===== config.mk =====
export PLATFORM = sky130hd
export DESIGN_NAME = mac_operation_mode_control
export DESIGN_NICKNAME = d
export VERILOG_FILES = /design/src/pkg/opmode_pkg.sv /design/src/pkg/filter_if.sv /design/src/rtl/rx_addr_filter.sv /design/src/rtl/mac_operation_mode_control.sv
export SDC_FILE = /design/constraint.sdc
export NUM_CORES = 1
export LEC_CHECK = 0
export BUFFER_PORTS_ARGS = -buffer_cell sky130_fd_sc_hd__buf_2
export CAP_MARGIN = 20
export CORE_AREA = 2 2 121 123
export CTS_BUF_LIST = sky130_fd_sc_hd__clkbuf_8
export DETAILED_ROUTE_END_ITERATION = 10
export DIE_AREA = 0 0 123 125
export PLACE_DENSITY = 0.5
export REMOVE_ABC_BUFFERS = 1
export SYNTH_ARGS = -nofsm -noshare
export SYNTH_HDL_FRONTEND = slang
export SYNTH_HIERARCHICAL = 1
export SYNTH_SLANG_ARGS = --single-unit

===== constraint.sdc =====
create_clock -name pclk -period 2.7 [get_ports pclk]
set_input_delay 0.27 -clock pclk [delete_from_list [all_inputs] [get_ports pclk]]
set_output_delay 0.27 -clock pclk [all_outputs]
set_load 0.005 [all_outputs]

===== src/pkg/opmode_pkg.sv =====
// constants and types shared by the operation mode control block
package opmode_pkg;
    localparam int AW = 4;
    localparam logic [AW-1:0] OFS_MODE   = 4'h0;
    localparam logic [AW-1:0] OFS_STATUS = 4'h4;
    localparam logic [AW-1:0] OFS_STATE  = 4'h8;
    localparam logic [AW-1:0] OFS_POLL   = 4'hC;

    // mode register fields
    localparam int B_THR_SPEED   = 22;
    localparam int B_THR_HI      = 15;
    localparam int B_THR_LO      = 14;
    localparam int B_TX_RUN      = 13;
    localparam int B_FORCE_COLL  = 12;
    localparam int B_LOOP_HI     = 11;
    localparam int B_LOOP_LO     = 10;
    localparam int B_FULL_DUPLEX = 9;
    localparam int B_ALL_MCAST   = 7;
    localparam int B_PROMISC     = 6;
    localparam int B_BAD_FRAMES  = 3;
    localparam int B_HASH_ONLY   = 2;
    localparam int B_RX_RUN      = 1;
    localparam int B_HASH_PERF   = 0;
    localparam logic [31:0] MODE_RESET = 32'h0040_0040;

    // status register flags, write one to clear
    localparam int B_TX_STOPPED = 1;
    localparam int B_TX_UNAVAIL = 2;
    localparam int B_RX_UNAVAIL = 7;
    localparam int B_RX_STOPPED = 8;
    localparam logic [31:0] STATUS_RESET = 32'h0000_0000;

    // poll register bits
    localparam int B_TX_POLL = 0;
    localparam int B_RX_POLL = 1;

    localparam logic [1:0] LOOP_NORMAL   = 2'h0;
    localparam logic [1:0] LOOP_INTERNAL = 2'h1;
    localparam logic [1:0] LOOP_EXTERNAL = 2'h2;
    localparam logic [1:0] LOOP_PHY      = 2'h3;

    localparam int THR_W = 11;
    localparam logic [THR_W-1:0] THR_FAST_0 = 11'h080;
    localparam logic [THR_W-1:0] THR_FAST_1 = 11'h100;
    localparam logic [THR_W-1:0] THR_FAST_2 = 11'h200;
    localparam logic [THR_W-1:0] THR_FAST_3 = 11'h400;
    localparam logic [THR_W-1:0] THR_SLOW_0 = 11'h040;
    localparam logic [THR_W-1:0] THR_SLOW_1 = 11'h080;
    localparam logic [THR_W-1:0] THR_SLOW_2 = 11'h0C0;
    localparam logic [THR_W-1:0] THR_SLOW_3 = 11'h100;

    typedef enum logic [2:0] {
        PROC_STOPPED,
        PROC_FETCH,
        PROC_WAIT_DESC,
        PROC_RUNNING,
        PROC_SUSPENDED
    } proc_state_t;
endpackage : opmode_pkg


===== src/pkg/filter_if.sv =====
// filter modes, frame attributes and verdict between control and filter
`timescale 1ns/1ps
interface filter_if;
    logic promisc;
    logic all_mcast;
    logic bad_ok;
    logic hash_only;
    logic hash_perf;
    logic frame_valid;
    logic is_mcast;
    logic is_bad;
    logic perfect_hit;
    logic hash_hit;
    logic accept;

    modport ctrl (
        output promisc, all_mcast, bad_ok, hash_only, hash_perf,
        output frame_valid, is_mcast, is_bad, perfect_hit, hash_hit,
        input  accept
    );
    modport filt (
        input  promisc, all_mcast, bad_ok, hash_only, hash_perf,
        input  frame_valid, is_mcast, is_bad, perfect_hit, hash_hit,
        output accept
    );
endinterface : filter_if


===== src/rtl/rx_addr_filter.sv =====
// receive address filter verdict
`timescale 1ns/1ps
module rx_addr_filter (
    filter_if.filt f
);
    wire mcast_hit;
    wire phys_hit;
    wire addr_ok;
    wire quality_ok;

    // hash-only wins for every address class
    assign mcast_hit = (f.hash_perf | f.hash_only) ? f.hash_hit
                                                   : f.perfect_hit;
    assign phys_hit  = f.hash_only ? f.hash_hit : f.perfect_hit;
    assign addr_ok   = f.promisc
                     | (f.is_mcast & f.all_mcast)
                     | (f.is_mcast ? mcast_hit : phys_hit);
    // bad frames still face the address check unless promiscuous
    assign quality_ok = ~f.is_bad | f.bad_ok;
    assign f.accept   = f.frame_valid & addr_ok & quality_ok;
endmodule : rx_addr_filter


===== src/rtl/mac_operation_mode_control.sv =====
// operation mode register, transmit and receive process control over APB
// Notes on behaviour
// - transmit run bit starts descriptor fetch
// - host-owned tx descriptor suspends, flags unavailable
// - owned descriptor: fill FIFO, send at threshold
// - tx run cleared: finish frame, then stop
// - force collision only in internal loopback
// - loopback field: normal, internal, external, PHY
// - external loopback disables collision detection
// - duplex bit: PHY status or software choice
// - pass all multicast frames when set
// - promiscuous accepts every valid frame, except bad frames when the bad-frames bit is clear
// - promiscuous enabled after reset
// - bad frames delivered, still address filtered
// - hash-only indicator read-only, from setup frame
// - receive run bit starts descriptor fetch
// - owned rx descriptor: keep running, wait
// - rx run cleared: finish frame, then stop
// - hash/perfect zero means perfect filtering
// - hash/perfect one hashes multicast addresses
// - threshold from speed bit and level bits
`timescale 1ns/1ps
module mac_operation_mode_control (
    input  wire logic                         pclk,
    input  wire logic                         presetn,
    input  wire logic                         psel,
    input  wire logic                         penable,
    input  wire logic                         pwrite,
    input  wire logic [31:0]                  paddr,
    input  wire logic [31:0]                  pwdata,
    output logic      [31:0]                  prdata,
    output logic                              pready,
    output logic                              pslverr,
    // setup frame results and PHY status
    input  wire logic                         setup_load,
    input  wire logic                         setup_hash_only,
    input  wire logic                         setup_hash_perfect,
    input  wire logic                         ext_phy_select,
    input  wire logic                         phy_full_duplex,
    // transmit descriptor and FIFO side
    output logic                              tx_desc_fetch,
    input  wire logic                         tx_desc_valid,
    input  wire logic                         tx_desc_device_owned,
    output logic                              tx_move_data,
    input  wire logic [opmode_pkg::THR_W-1:0] tx_fifo_level,
    output logic                              tx_send_start,
    input  wire logic                         tx_frame_busy,
    input  wire logic                         tx_frame_done,
    // receive descriptor and frame side
    output logic                              rx_desc_fetch,
    input  wire logic                         rx_desc_valid,
    input  wire logic                         rx_desc_device_owned,
    input  wire logic                         rx_frame_busy,
    input  wire logic                         rx_frame_done,
    input  wire logic                         rx_frame_valid,
    input  wire logic                         rx_is_multicast,
    input  wire logic                         rx_is_bad,
    input  wire logic                         rx_perfect_hit,
    input  wire logic                         rx_hash_hit,
    output logic                              rx_accept,
    output logic                              rx_running,
    // line side mode outputs
    output logic [1:0]                        loopback_mode,
    output logic                              force_collision_active,
    output logic                              collision_detect_enable,
    output logic                              full_duplex_active,
    output logic [opmode_pkg::THR_W-1:0]      tx_threshold
);
    logic [31:0]             mode_reg;
    logic [31:0]             status_reg;
    logic                    hash_only_reg;
    logic                    hash_perf_reg;
    opmode_pkg::proc_state_t tx_state_reg;
    opmode_pkg::proc_state_t tx_state_next;
    opmode_pkg::proc_state_t rx_state_reg;
    opmode_pkg::proc_state_t rx_state_next;
    logic                    tx_unavail_set;
    logic                    tx_stop_set;
    logic                    rx_unavail_set;
    logic                    rx_stop_set;

    filter_if fif ();

    // ---- APB decode ----
    wire [opmode_pkg::AW-1:0] reg_addr = paddr[opmode_pkg::AW-1:0];
    wire addr_hit  = (paddr[31:opmode_pkg::AW] == '0);
    wire sel_mode   = addr_hit && reg_addr == opmode_pkg::OFS_MODE;
    wire sel_status = addr_hit && reg_addr == opmode_pkg::OFS_STATUS;
    wire sel_state  = addr_hit && reg_addr == opmode_pkg::OFS_STATE;
    wire sel_poll   = addr_hit && reg_addr == opmode_pkg::OFS_POLL;
    wire mapped     = sel_mode | sel_status | sel_state | sel_poll;
    // one wait state; registers change only at the completing edge
    wire access     = psel & penable;
    wire done       = access & pready;
    wire wr_done    = done & pwrite & mapped;
    wire wr_mode    = wr_done & sel_mode;
    wire wr_status  = wr_done & sel_status;
    wire wr_poll    = wr_done & sel_poll;
    wire tx_poll    = wr_poll & pwdata[opmode_pkg::B_TX_POLL];
    wire rx_poll    = wr_poll & pwdata[opmode_pkg::B_RX_POLL];

    // ---- mode bits ----
    wire       tx_cmd     = mode_reg[opmode_pkg::B_TX_RUN];
    wire       rx_cmd     = mode_reg[opmode_pkg::B_RX_RUN];
    wire [1:0] loop_sel   = mode_reg[opmode_pkg::B_LOOP_HI:
                                     opmode_pkg::B_LOOP_LO];
    wire       thr_speed  = mode_reg[opmode_pkg::B_THR_SPEED];
    wire [1:0] thr_level  = mode_reg[opmode_pkg::B_THR_HI:
                                     opmode_pkg::B_THR_LO];
    wire       duplex_eff = ext_phy_select
                          ? mode_reg[opmode_pkg::B_FULL_DUPLEX]
                          : phy_full_duplex;

    // only implemented bits are writable; the rest never store
    wire [31:0] mode_wmask = (32'h1 << opmode_pkg::B_THR_SPEED)
                           | (32'h1 << opmode_pkg::B_THR_HI)
                           | (32'h1 << opmode_pkg::B_THR_LO)
                           | (32'h1 << opmode_pkg::B_TX_RUN)
                           | (32'h1 << opmode_pkg::B_FORCE_COLL)
                           | (32'h1 << opmode_pkg::B_LOOP_HI)
                           | (32'h1 << opmode_pkg::B_LOOP_LO)
                           | (32'h1 << opmode_pkg::B_FULL_DUPLEX)
                           | (32'h1 << opmode_pkg::B_ALL_MCAST)
                           | (32'h1 << opmode_pkg::B_PROMISC)
                           | (32'h1 << opmode_pkg::B_BAD_FRAMES)
                           | (32'h1 << opmode_pkg::B_RX_RUN);

    wire [31:0] mode_view = (mode_reg & mode_wmask
                             & ~(32'h1 << opmode_pkg::B_FULL_DUPLEX))
                          | ({31'h0, duplex_eff} << opmode_pkg::B_FULL_DUPLEX)
                          | ({31'h0, hash_only_reg}
                             << opmode_pkg::B_HASH_ONLY)
                          | ({31'h0, hash_perf_reg}
                             << opmode_pkg::B_HASH_PERF);
    wire [31:0] state_view = {26'h0, rx_state_reg, tx_state_reg};

    wire [31:0] rd_mux = sel_mode   ? mode_view  :
                         sel_status ? status_reg :
                         sel_state  ? state_view : 32'h0;

    // ---- transmit threshold ----
    logic [opmode_pkg::THR_W-1:0] thr_value;
    always_comb begin
        unique case ({thr_speed, thr_level})
            3'h0:    thr_value = opmode_pkg::THR_FAST_0;
            3'h1:    thr_value = opmode_pkg::THR_FAST_1;
            3'h2:    thr_value = opmode_pkg::THR_FAST_2;
            3'h3:    thr_value = opmode_pkg::THR_FAST_3;
            3'h4:    thr_value = opmode_pkg::THR_SLOW_0;
            3'h5:    thr_value = opmode_pkg::THR_SLOW_1;
            3'h6:    thr_value = opmode_pkg::THR_SLOW_2;
            default: thr_value = opmode_pkg::THR_SLOW_3;
        endcase
    end

    // ---- transmit process ----
    always_comb begin
        tx_state_next  = tx_state_reg;
        tx_unavail_set = 1'b0;
        tx_stop_set    = 1'b0;
        if (!tx_cmd) begin
            // the frame already on the wire is allowed to finish
            if (tx_state_reg != opmode_pkg::PROC_STOPPED
                && !tx_frame_busy) begin
                tx_state_next = opmode_pkg::PROC_STOPPED;
                tx_stop_set   = 1'b1;
            end
        end else begin
            unique case (tx_state_reg)
                opmode_pkg::PROC_STOPPED:
                    tx_state_next = opmode_pkg::PROC_FETCH;
                opmode_pkg::PROC_FETCH:
                    tx_state_next = opmode_pkg::PROC_WAIT_DESC;
                opmode_pkg::PROC_WAIT_DESC: begin
                    if (tx_desc_valid && tx_desc_device_owned) begin
                        tx_state_next = opmode_pkg::PROC_RUNNING;
                    end else if (tx_desc_valid) begin
                        tx_state_next  = opmode_pkg::PROC_SUSPENDED;
                        tx_unavail_set = 1'b1;
                    end
                end
                opmode_pkg::PROC_RUNNING:
                    if (tx_frame_done) begin
                        tx_state_next = opmode_pkg::PROC_FETCH;
                    end
                opmode_pkg::PROC_SUSPENDED:
                    if (tx_poll) begin
                        tx_state_next = opmode_pkg::PROC_FETCH;
                    end
                default:
                    tx_state_next = opmode_pkg::PROC_STOPPED;
            endcase
        end
    end

    // ---- receive process ----
    always_comb begin
        rx_state_next  = rx_state_reg;
        rx_unavail_set = 1'b0;
        rx_stop_set    = 1'b0;
        if (!rx_cmd) begin
            if (rx_state_reg != opmode_pkg::PROC_STOPPED
                && !rx_frame_busy) begin
                rx_state_next = opmode_pkg::PROC_STOPPED;
                rx_stop_set   = 1'b1;
            end
        end else begin
            unique case (rx_state_reg)
                opmode_pkg::PROC_STOPPED:
                    rx_state_next = opmode_pkg::PROC_FETCH;
                opmode_pkg::PROC_FETCH:
                    rx_state_next = opmode_pkg::PROC_WAIT_DESC;
                opmode_pkg::PROC_WAIT_DESC: begin
                    if (rx_desc_valid && rx_desc_device_owned) begin
                        rx_state_next = opmode_pkg::PROC_RUNNING;
                    end else if (rx_desc_valid) begin
                        rx_state_next  = opmode_pkg::PROC_SUSPENDED;
                        rx_unavail_set = 1'b1;
                    end
                end
                opmode_pkg::PROC_RUNNING:
                    if (rx_frame_done) begin
                        rx_state_next = opmode_pkg::PROC_FETCH;
                    end
                opmode_pkg::PROC_SUSPENDED:
                    if (rx_poll) begin
                        rx_state_next = opmode_pkg::PROC_FETCH;
                    end
                default:
                    rx_state_next = opmode_pkg::PROC_STOPPED;
            endcase
        end
    end

    // hardware set wins over a same-cycle software clear
    wire [31:0] status_set = ({31'h0, tx_stop_set} << opmode_pkg::B_TX_STOPPED)
                           | ({31'h0, tx_unavail_set}
                              << opmode_pkg::B_TX_UNAVAIL)
                           | ({31'h0, rx_unavail_set}
                              << opmode_pkg::B_RX_UNAVAIL)
                           | ({31'h0, rx_stop_set}
                              << opmode_pkg::B_RX_STOPPED);
    wire [31:0] status_clr = wr_status ? pwdata : 32'h0;
    wire [31:0] status_next = (status_reg & ~status_clr) | status_set;

    // ---- filter ----
    assign fif.promisc     = mode_reg[opmode_pkg::B_PROMISC];
    assign fif.all_mcast   = mode_reg[opmode_pkg::B_ALL_MCAST];
    assign fif.bad_ok      = mode_reg[opmode_pkg::B_BAD_FRAMES];
    assign fif.hash_only   = hash_only_reg;
    assign fif.hash_perf   = hash_perf_reg;
    assign fif.frame_valid = rx_frame_valid;
    assign fif.is_mcast    = rx_is_multicast;
    assign fif.is_bad      = rx_is_bad;
    assign fif.perfect_hit = rx_perfect_hit;
    assign fif.hash_hit    = rx_hash_hit;

    rx_addr_filter u_filter (
        .f (fif.filt)
    );

    // ---- registers ----
    always_ff @(posedge pclk or negedge presetn) begin
        if (!presetn) begin
            pready  <= 1'b0;
            pslverr <= 1'b0;
            prdata  <= 32'h0;
        end else begin
            pready  <= access & ~pready;
            pslverr <= access & ~pready & ~mapped;
            prdata  <= (access & ~pready & ~pwrite) ? rd_mux : 32'h0;
        end
    end

    always_ff @(posedge pclk or negedge presetn) begin
        if (!presetn) begin
            mode_reg      <= opmode_pkg::MODE_RESET;
            status_reg    <= opmode_pkg::STATUS_RESET;
            hash_only_reg <= 1'b0;
            hash_perf_reg <= 1'b0;
        end else begin
            if (wr_mode) begin
                mode_reg <= pwdata & mode_wmask;
            end
            status_reg <= status_next;
            if (setup_load) begin
                hash_only_reg <= setup_hash_only;
                hash_perf_reg <= setup_hash_perfect;
            end
        end
    end

    always_ff @(posedge pclk or negedge presetn) begin
        if (!presetn) begin
            tx_state_reg <= opmode_pkg::PROC_STOPPED;
            rx_state_reg <= opmode_pkg::PROC_STOPPED;
        end else begin
            tx_state_reg <= tx_state_next;
            rx_state_reg <= rx_state_next;
        end
    end

    // ---- registered outputs ----
    wire tx_run_next = tx_state_next == opmode_pkg::PROC_RUNNING;
    always_ff @(posedge pclk or negedge presetn) begin
        if (!presetn) begin
            tx_desc_fetch <= 1'b0;
            rx_desc_fetch <= 1'b0;
            tx_move_data  <= 1'b0;
            tx_send_start <= 1'b0;
            rx_running    <= 1'b0;
            rx_accept     <= 1'b0;
            tx_threshold  <= opmode_pkg::THR_SLOW_0;
        end else begin
            tx_desc_fetch <= tx_state_next == opmode_pkg::PROC_FETCH;
            rx_desc_fetch <= rx_state_next == opmode_pkg::PROC_FETCH;
            tx_move_data  <= tx_run_next;
            tx_send_start <= tx_run_next && tx_fifo_level >= thr_value;
            rx_running    <= rx_state_next == opmode_pkg::PROC_RUNNING;
            rx_accept     <= fif.accept;
            tx_threshold  <= thr_value;
        end
    end

    always_ff @(posedge pclk or negedge presetn) begin
        if (!presetn) begin
            loopback_mode           <= opmode_pkg::LOOP_NORMAL;
            force_collision_active  <= 1'b0;
            collision_detect_enable <= 1'b1;
            full_duplex_active      <= 1'b0;
        end else begin
            loopback_mode <= loop_sel;
            force_collision_active <= mode_reg[opmode_pkg::B_FORCE_COLL]
                && loop_sel == opmode_pkg::LOOP_INTERNAL;
            collision_detect_enable <=
                loop_sel != opmode_pkg::LOOP_EXTERNAL;
            full_duplex_active <= duplex_eff;
        end
    end
endmodule : mac_operation_mode_control


==> reports/metrics.yaml, run 1 <==
drv_cap: 0
dieWidth_um: 123
fin_crit_sh: 0.817
critical_path_arrival_ns: 2.47
overflow: 0
synth_edf_count: 0
final_common_cell: "buf_2"
avgSynthCellArea_um2: 12.2
antenna_found_initial: 2
cts_buffers: 9
fin_nets: 596
die_y_um: 125
ant_nets: 0
leakage_nw: 2.80
async_flop_share: 1.00
relSlewSlack: 0.586
wire_per_inst_um: 15.2
synth_top_area_cell: "dfrtp_1"
num_rows: 44
cts_setup_buffers: 0
clk_latency_ns: 0.39
synth_ff_type: "dfrtp_1"
postSynthCellCount: 341
cts_hold_buf: 1
grt_start_max_net_pins: 58
synth.distinct_cells: 46
hpwl_um: 7520
holdCritStartpoint: "pwdata[28]"
powerDensity_nw_per_um2: 505
timing.fmax_mhz: 454
layout-drive-gt1-share: 0.380
outcome: "finished, final reports clean"
via_per_inst: 4.56
fin_skew_ns: 0.00721
regToRegStartpoint: "mode_reg[15]$_DFFE_PN0P_"
critPathMaxFanout: 6
ys_ff_latch: 102
cts.path.max_buffers: 2
cts_resized: 0
portBuffers: 147
drtPass1Iterations: 4
gp_congestion: 0.736
pin_count: 154
fin_crit_ns: 2.20
layout_common_cells: "146 x buf_2, 98 x dfrtp_1, 28 x a21boi_0"
cts.sinks: 102
setup_viol: 0
fillers: 1443
dieArea_um2: 15400
regArea_um2: 2560
yosys_warnings: 6
grt_pass1_vias: 3188
cts_tree: "built"
multi_input_area_um2: 1510
track_usage: 0.143
synth_top_area_frac: 0.588
worstPathRequired_ns: 2.97
htree_levels: 3
drc: 0
synth_seq_area_share: 0.613
yosys-top-cells-area: "dfrtp_1 59%, a21boi_0 5.0%, mux2_2 3.8%"
areaGrowthSynthToFinish_pct: 27.4
hold_viol: 0
worstSetupEndpointType: "flop"
worst-slew-pin-transition_ns: 0.621
drt-total-wl_um: 10400
grt_pass1_wl_um: 16800
fin_util: 0.374
min_path_type: "in -> reg"
drt_iter0_markers: 163
crit_start: "mode_reg[15]$_DFFE_PN0P_"
fin_tns_setup_ns: 0
vias: 3113
cts_root_buf: "clkbuf_8"
grt_setup_unrepaired: "no"
syn_area_um2: 4170
critPathKind: "reg -> reg"
cts.clk_slew.worst_paths_ns: 0.10
slew_viol_final: 0
core_area_um2: 14200
initial_utilization: 0.294
ir_worst_vdd_mv: 0.318
startpoint_type: "flop"
[cells by family (layout without fill, tap and decap cells)]
kind of cell,count (synthesis),after routing,share of synthesized area
and+or+nand+nor,118,118,0.163
DFF,102,102,0.613
AOI/OAI and AO/OA,59,59,0.0996
muxes,29,29,0.0741
buffers and inverters,25,177,0.0303
adders and majority gates,5,5,0.0150
xor gates and xnor gates,2,2,0.00420
other,1,7,0.000899
[routing by layer]
layer	routed length, um	share of wire	up-vias	global-route usage
met3	733	0.071	18	0.0529
met5	13	0.0013	-	0
met1	4700	0.45	1510	0.192
met4	172	0.017	2	0.0501
met2	4730	0.46	96	0.211
li1	-	-	1487	-
[critical path, stage by stage, from the launching register on]
cell	delay (ns)
dfrtp_1	0.47
xor2_1	0.19
a21oi_1	0.24
ha_1	0.28
nor4b_1	0.15
a2111oi_0	0.43
nor2_1	0.10
nor3_1	0.15
nor4_1	0.07
[Yosys cell counts (all sizes together) (5+ instances only)]
master,instances
a21boi,28
a21o,5
a21oi,10
and2,16
buf,10
clkbuf,6
dfrtp,98
ha,5
inv,9
mux2,15
mux2i,14
nand2,17
nand2b,6
nor2,26
nor2b,12
nor3,11
nor3b,5
nor4,12
[metrics by stage]
| stage | power [mW] | setup slack, ns | instance area (um2) | hold WS [ns] | std cells |
|---|---|---|---|---|---|
| after global placement | 1.74 | 0.508 | 5110 | 0.326 | 665 |
| after detailed placement | 1.75 | 0.430 | 5110 | 0.339 | 665 |
| after global routing | 2.81 | 0.315 | 5310 | 0.0397 | 683 |
| after floorplan | 1.61 | 0.634 | 4100 | -0.0256 | 330 |
| after CTS | 2.73 | 0.485 | 5310 | 0.0294 | 682 |
| final | 2.68 | 0.495 | 5310 | 0.0538 | 683 |
[final timing paths]
check / cells after the start / slack, ns / endpoint
setup / recovery: 8 / 0.50 / tx_send_start$_DFF_PN0_
hold / removal: 2 / 0.05 / status_reg[28]$_DFF_PN0_
setup reg to reg: 8 / 0.50 / tx_send_start$_DFF_PN0_
hold reg to reg: 0 / 0.47 / loopback_mode[0]$_DFF_PN0_
max in group asynchronous: 3 / 1.50 / mode_reg[22]$_DFFE_PN1P_
min in group asynchronous: 2 / 0.43 / tx_threshold[10]$_DFF_PN0_
[final cells by class]
class,count,share of cell area
diodes,1,0.000471
clock inverters,7,0.0127
clock buffers,9,0.0233
well taps,184,0.0433
repair buffers,152,0.149
multi-input cells,219,0.284
inverters,9,0.00636
flip-flops and latches,102,0.481
[report_power, final]
part	leakage [nW]	switching, mW	total [mW]	internal (mW)
Sequential	1.39	0.00764	1.54	1.54
Combinational	1.31	0.0911	0.172	0.0808
Clock	0.102	0.543	0.967	0.424
Power figures use the tool's default switching activity.
==> run 2, diff against run 1 <==
ABC_AREA = 1   (was unset)
CORE_AREA = 2 2 124 126   (was 2 2 121 123)
DIE_AREA = 0 0 126 128   (was 0 0 123 125)
PLACE_DENSITY = 0.51   (was 0.5)
clock period = 1.9 ns   (was 2.7 ns; I/O delays follow)
==> run 2 against run 1 <==
Net effect: highest routed layer is now met4; setup slack worse by 0.41 ns; critical endpoint unchanged; wire length is 7.7% higher; clock power up 72%.
==> reports/metrics.yaml, run 2 <==
slew_viol_final: 0  # unchanged
min_path_type: "in -> reg"
reg2regPathDepth: 11  # +3
pin_count: 154  # unchanged
r2r_slack_ns: 0.08  # -0.41 ns
timing.fmax_mhz: 550  # +21%
relSlewSlack: 0.646  # +0.0601
synth_adder_area_share: 0.0143  # -0.000658
yosys-top-cells-area: "dfrtp_1 56%, nand2_1 5.8%, a21oi_1 5.3%"
portBuffers: 147  # unchanged
cts.clk_slew.worst_paths_ns: 0.10  # about the same
regArea_um2: 2560  # about the same
synth_commonest_cells: "98 x dfrtp_1, 67 x nand2_1, 49 x inv_1"
cts.path.max_buffers: 2  # unchanged
drt_iter0_markers: 186  # +14%
core_area_um2: 14900  # +4.7%
drt-total-wl_um: 11100  # +7.7%
critPathKind: "reg -> reg"
fin_nets: 734  # +23%
initial_utilization: 0.294  # about the same
cts.sinks: 102  # unchanged
whs_endpoint: "status_reg[22]$_DFF_PN0_"
fin_util: 0.401  # +0.0269
overflow: 0  # unchanged
synth_ff_type: "dfrtp_1"
clk_latency_ns: 0.37  # -0.02 ns
ir_worst_vdd_mv: 0.377  # +19%
synth_top_area_frac: 0.562  # -0.0258
antenna_found_initial: 0  # -2
syn_area_um2: 4360  # +4.6%
fin_crit_ns: 1.82  # -0.386 ns
ant_nets: 0  # unchanged
hold_viol: 0  # unchanged
vias: 3659  # +18%
areaGrowthSynthToFinish_pct: 36.6
fin_skew_ns: 0.0110  # +0.00383 ns
leakage_nw: 3.11  # +11%
holdCritStartpoint: "pwdata[22]"
startpoint_type: "flop"
totalPowerFinal_mw: 4.50  # +68%
setup_ws_ns: 0.0810  # -0.414 ns
cts_root_buf: "clkbuf_8"
track_usage: 0.146  # +0.00306
yosys.area_share.simple: 0.185  # +0.0221
r2r-end: "tx_send_start$_DFF_PN0_"
dieWidth_um: 126  # +2.4%
num_rows: 45  # +2.3%
diodes: 0  # -1
drc: 0  # unchanged
worstSetupEndpointType: "flop"
hpwl_um: 8420  # +12%
dieArea_um2: 16100  # +4.9%
layout_common_cells: "146 x buf_2, 97 x dfrtp_1, 67 x nand2_1"
regToRegStartpoint: "mode_reg[22]$_DFFE_PN1P_"
synth_top_family_by_area: "simple AND/OR/NAND/NOR gates"
critPathMaxFanout: 4  # -2
grt_setup_unrepaired: "yes"
cts_buffers: 9  # unchanged
setup_viol: 0  # unchanged
synth_seq_area_share: 0.586  # -0.0269
wire_per_inst_um: 13.5  # -11%
htree_levels: 3  # unchanged
outcome: "finished, final reports clean"
synth.distinct_cells: 45  # -2.2%
grt_pass1_vias: 3799  # +19%
fillers: 1520  # +5.3%
layout-drive-gt1-share: 0.346  # -0.0336
synth.area.mux_share: 0.0249  # -0.0491
cts_tree: "built"
synth_xor_area_frac: 0  # -0.00420
synth_top_area_cell: "dfrtp_1"
critical_path_arrival_ns: 2.13  # -0.34 ns
avgSynthCellArea_um2: 9.89  # -19%
fin_crit_sh: 0.957  # +0.141
powerDensity_nw_per_um2: 756  # +50%
drv_cap: 0  # unchanged
hold_path_depth: 2  # unchanged
worst-slew-pin-transition_ns: 0.531  # -0.0901 ns
async_flop_share: 1.00  # unchanged
drtPass1Iterations: 4  # unchanged
synth_edf_count: 0  # unchanged
grt_start_max_net_pins: 38  # -34%
yosys_warnings: 6  # unchanged
multi_input_area_um2: 1550  # +2.8%
place_ws_ns: -0.0526  # -0.482 ns
ys_ff_latch: 102  # unchanged
synth.most_common_cell: "dfrtp_1"
synth_compound_area_frac: 0.118  # +0.0183
final_common_cell: "buf_2"
grt_pass1_wl_um: 18700  # +11%
postSynthCellCount: 441  # +29%
worstPathRequired_ns: 2.21  # -0.76 ns
via_per_inst: 4.44  # -2.6%
die_y_um: 128  # +2.4%
gp_congestion: 0.823  # +12%
run 2: cell count changes after synthesis, sizes merged, moves of 7 or more:
cell	change
nand3	+12
inv	+43
mux2i	-14
a21boi	-14
nor2	+24
and2	-14
a21oi	+40
nor3	+14
nor4	-11
o21ai	+13
mux2	-7
nor2b	-12
nand2	+54
run 2: area by class of cell:
| class | count | share of cell area |
|---|---|---|
| sequential | 102 | 0.429 |
| multi-input combinational | 275 | 0.260 |
| timing repair buffer | 189 | 0.194 |
| tap | 188 | 0.0395 |
| inverter | 54 | 0.0353 |
| clock buffer | 10 | 0.0231 |
| clock inverter | 6 | 0.0185 |
run 2: through the flow:
| step | setup TNS [ns] | hold WS [ns] | instances | area, um2 |
|---|---|---|---|---|
| 2_1_floorplan | 0 | -0.106 | 431 | 4280 |
| 3_3_place_gp | 0 | 0.201 | 779 | 5390 |
| 3_5_place_dp | -0.0526 | 0.209 | 779 | 5390 |
| 4_1_cts | 0 | 0.00420 | 822 | 5910 |
| 5_1_grt | -0.0435 | 0.0164 | 824 | 5960 |
| 6_report | 0 | 0.0273 | 824 | 5960 |
run 2: where the power goes:
part / total [mW] / switching [mW] / internal, mW
registers: 2.29 / 0.0574 / 2.24
logic: 0.546 / 0.293 / 0.253
clock network: 1.66 / 0.755 / 0.909
total: 4.50 / 1.11 / 3.40
run 2: how the worst max path moves through the flow:
stage                                        start                 endpoint  slack [ns]  cells after the start
after floorplan                          paddr[25]  status_reg[8]$_DFF_PN0_        0.03                     10
after global placement    mode_reg[22]$_DFFE_PN1P_  tx_send_start$_DFF_PN0_        0.08                     11
after detailed placement  mode_reg[22]$_DFFE_PN1P_  tx_send_start$_DFF_PN0_       -0.05                     11
after CTS                 mode_reg[22]$_DFFE_PN1P_  tx_send_start$_DFF_PN0_        0.01                     11
after global routing      mode_reg[22]$_DFFE_PN1P_  tx_send_start$_DFF_PN0_       -0.04                     11
final                     mode_reg[22]$_DFFE_PN1P_  tx_send_start$_DFF_PN0_        0.08                     11
run 2: what timing repair did:
item	CTS	global route
setup endpoints to repair	1	1
hold buffers	27	0
pin swaps	0	6
resized for setup	2	8
hold endpoints to repair	60	0
setup buffers	0	2
run 2: per-layer routing:
layer  vias to the layer above  global-route usage  routed length (um)
met2                        85               0.237                5360
met1                      1762               0.195                5180
met3                        13              0.0263                 422
li1                       1799                   -                   -
met5                         -                   0                   0
met4                         0              0.0556                 185
run 2: cell families (layout without fill, tap and decap cells):
kind of cell | count (synthesis) | after routing
mux | 8 | 8
fa+ha+maj | 5 | 5
other cells | 1 | 6
simple gates | 168 | 168
flops | 102 | 102
buf+inv | 69 | 259
compound gates | 88 | 88
run 2: worst max-delay path, cell delays in order, from the launching register on:
cell and delay (ns):
dfstp_2 0.57, inv_4 0.05, nor2_4 0.10, o21a_1 0.15
inv_1 0.05, a21oi_2 0.13, inv_2 0.06, ha_4 0.26
nand4_1 0.09, o221ai_2 0.16, nor2_1 0.06, nor2_1 0.07
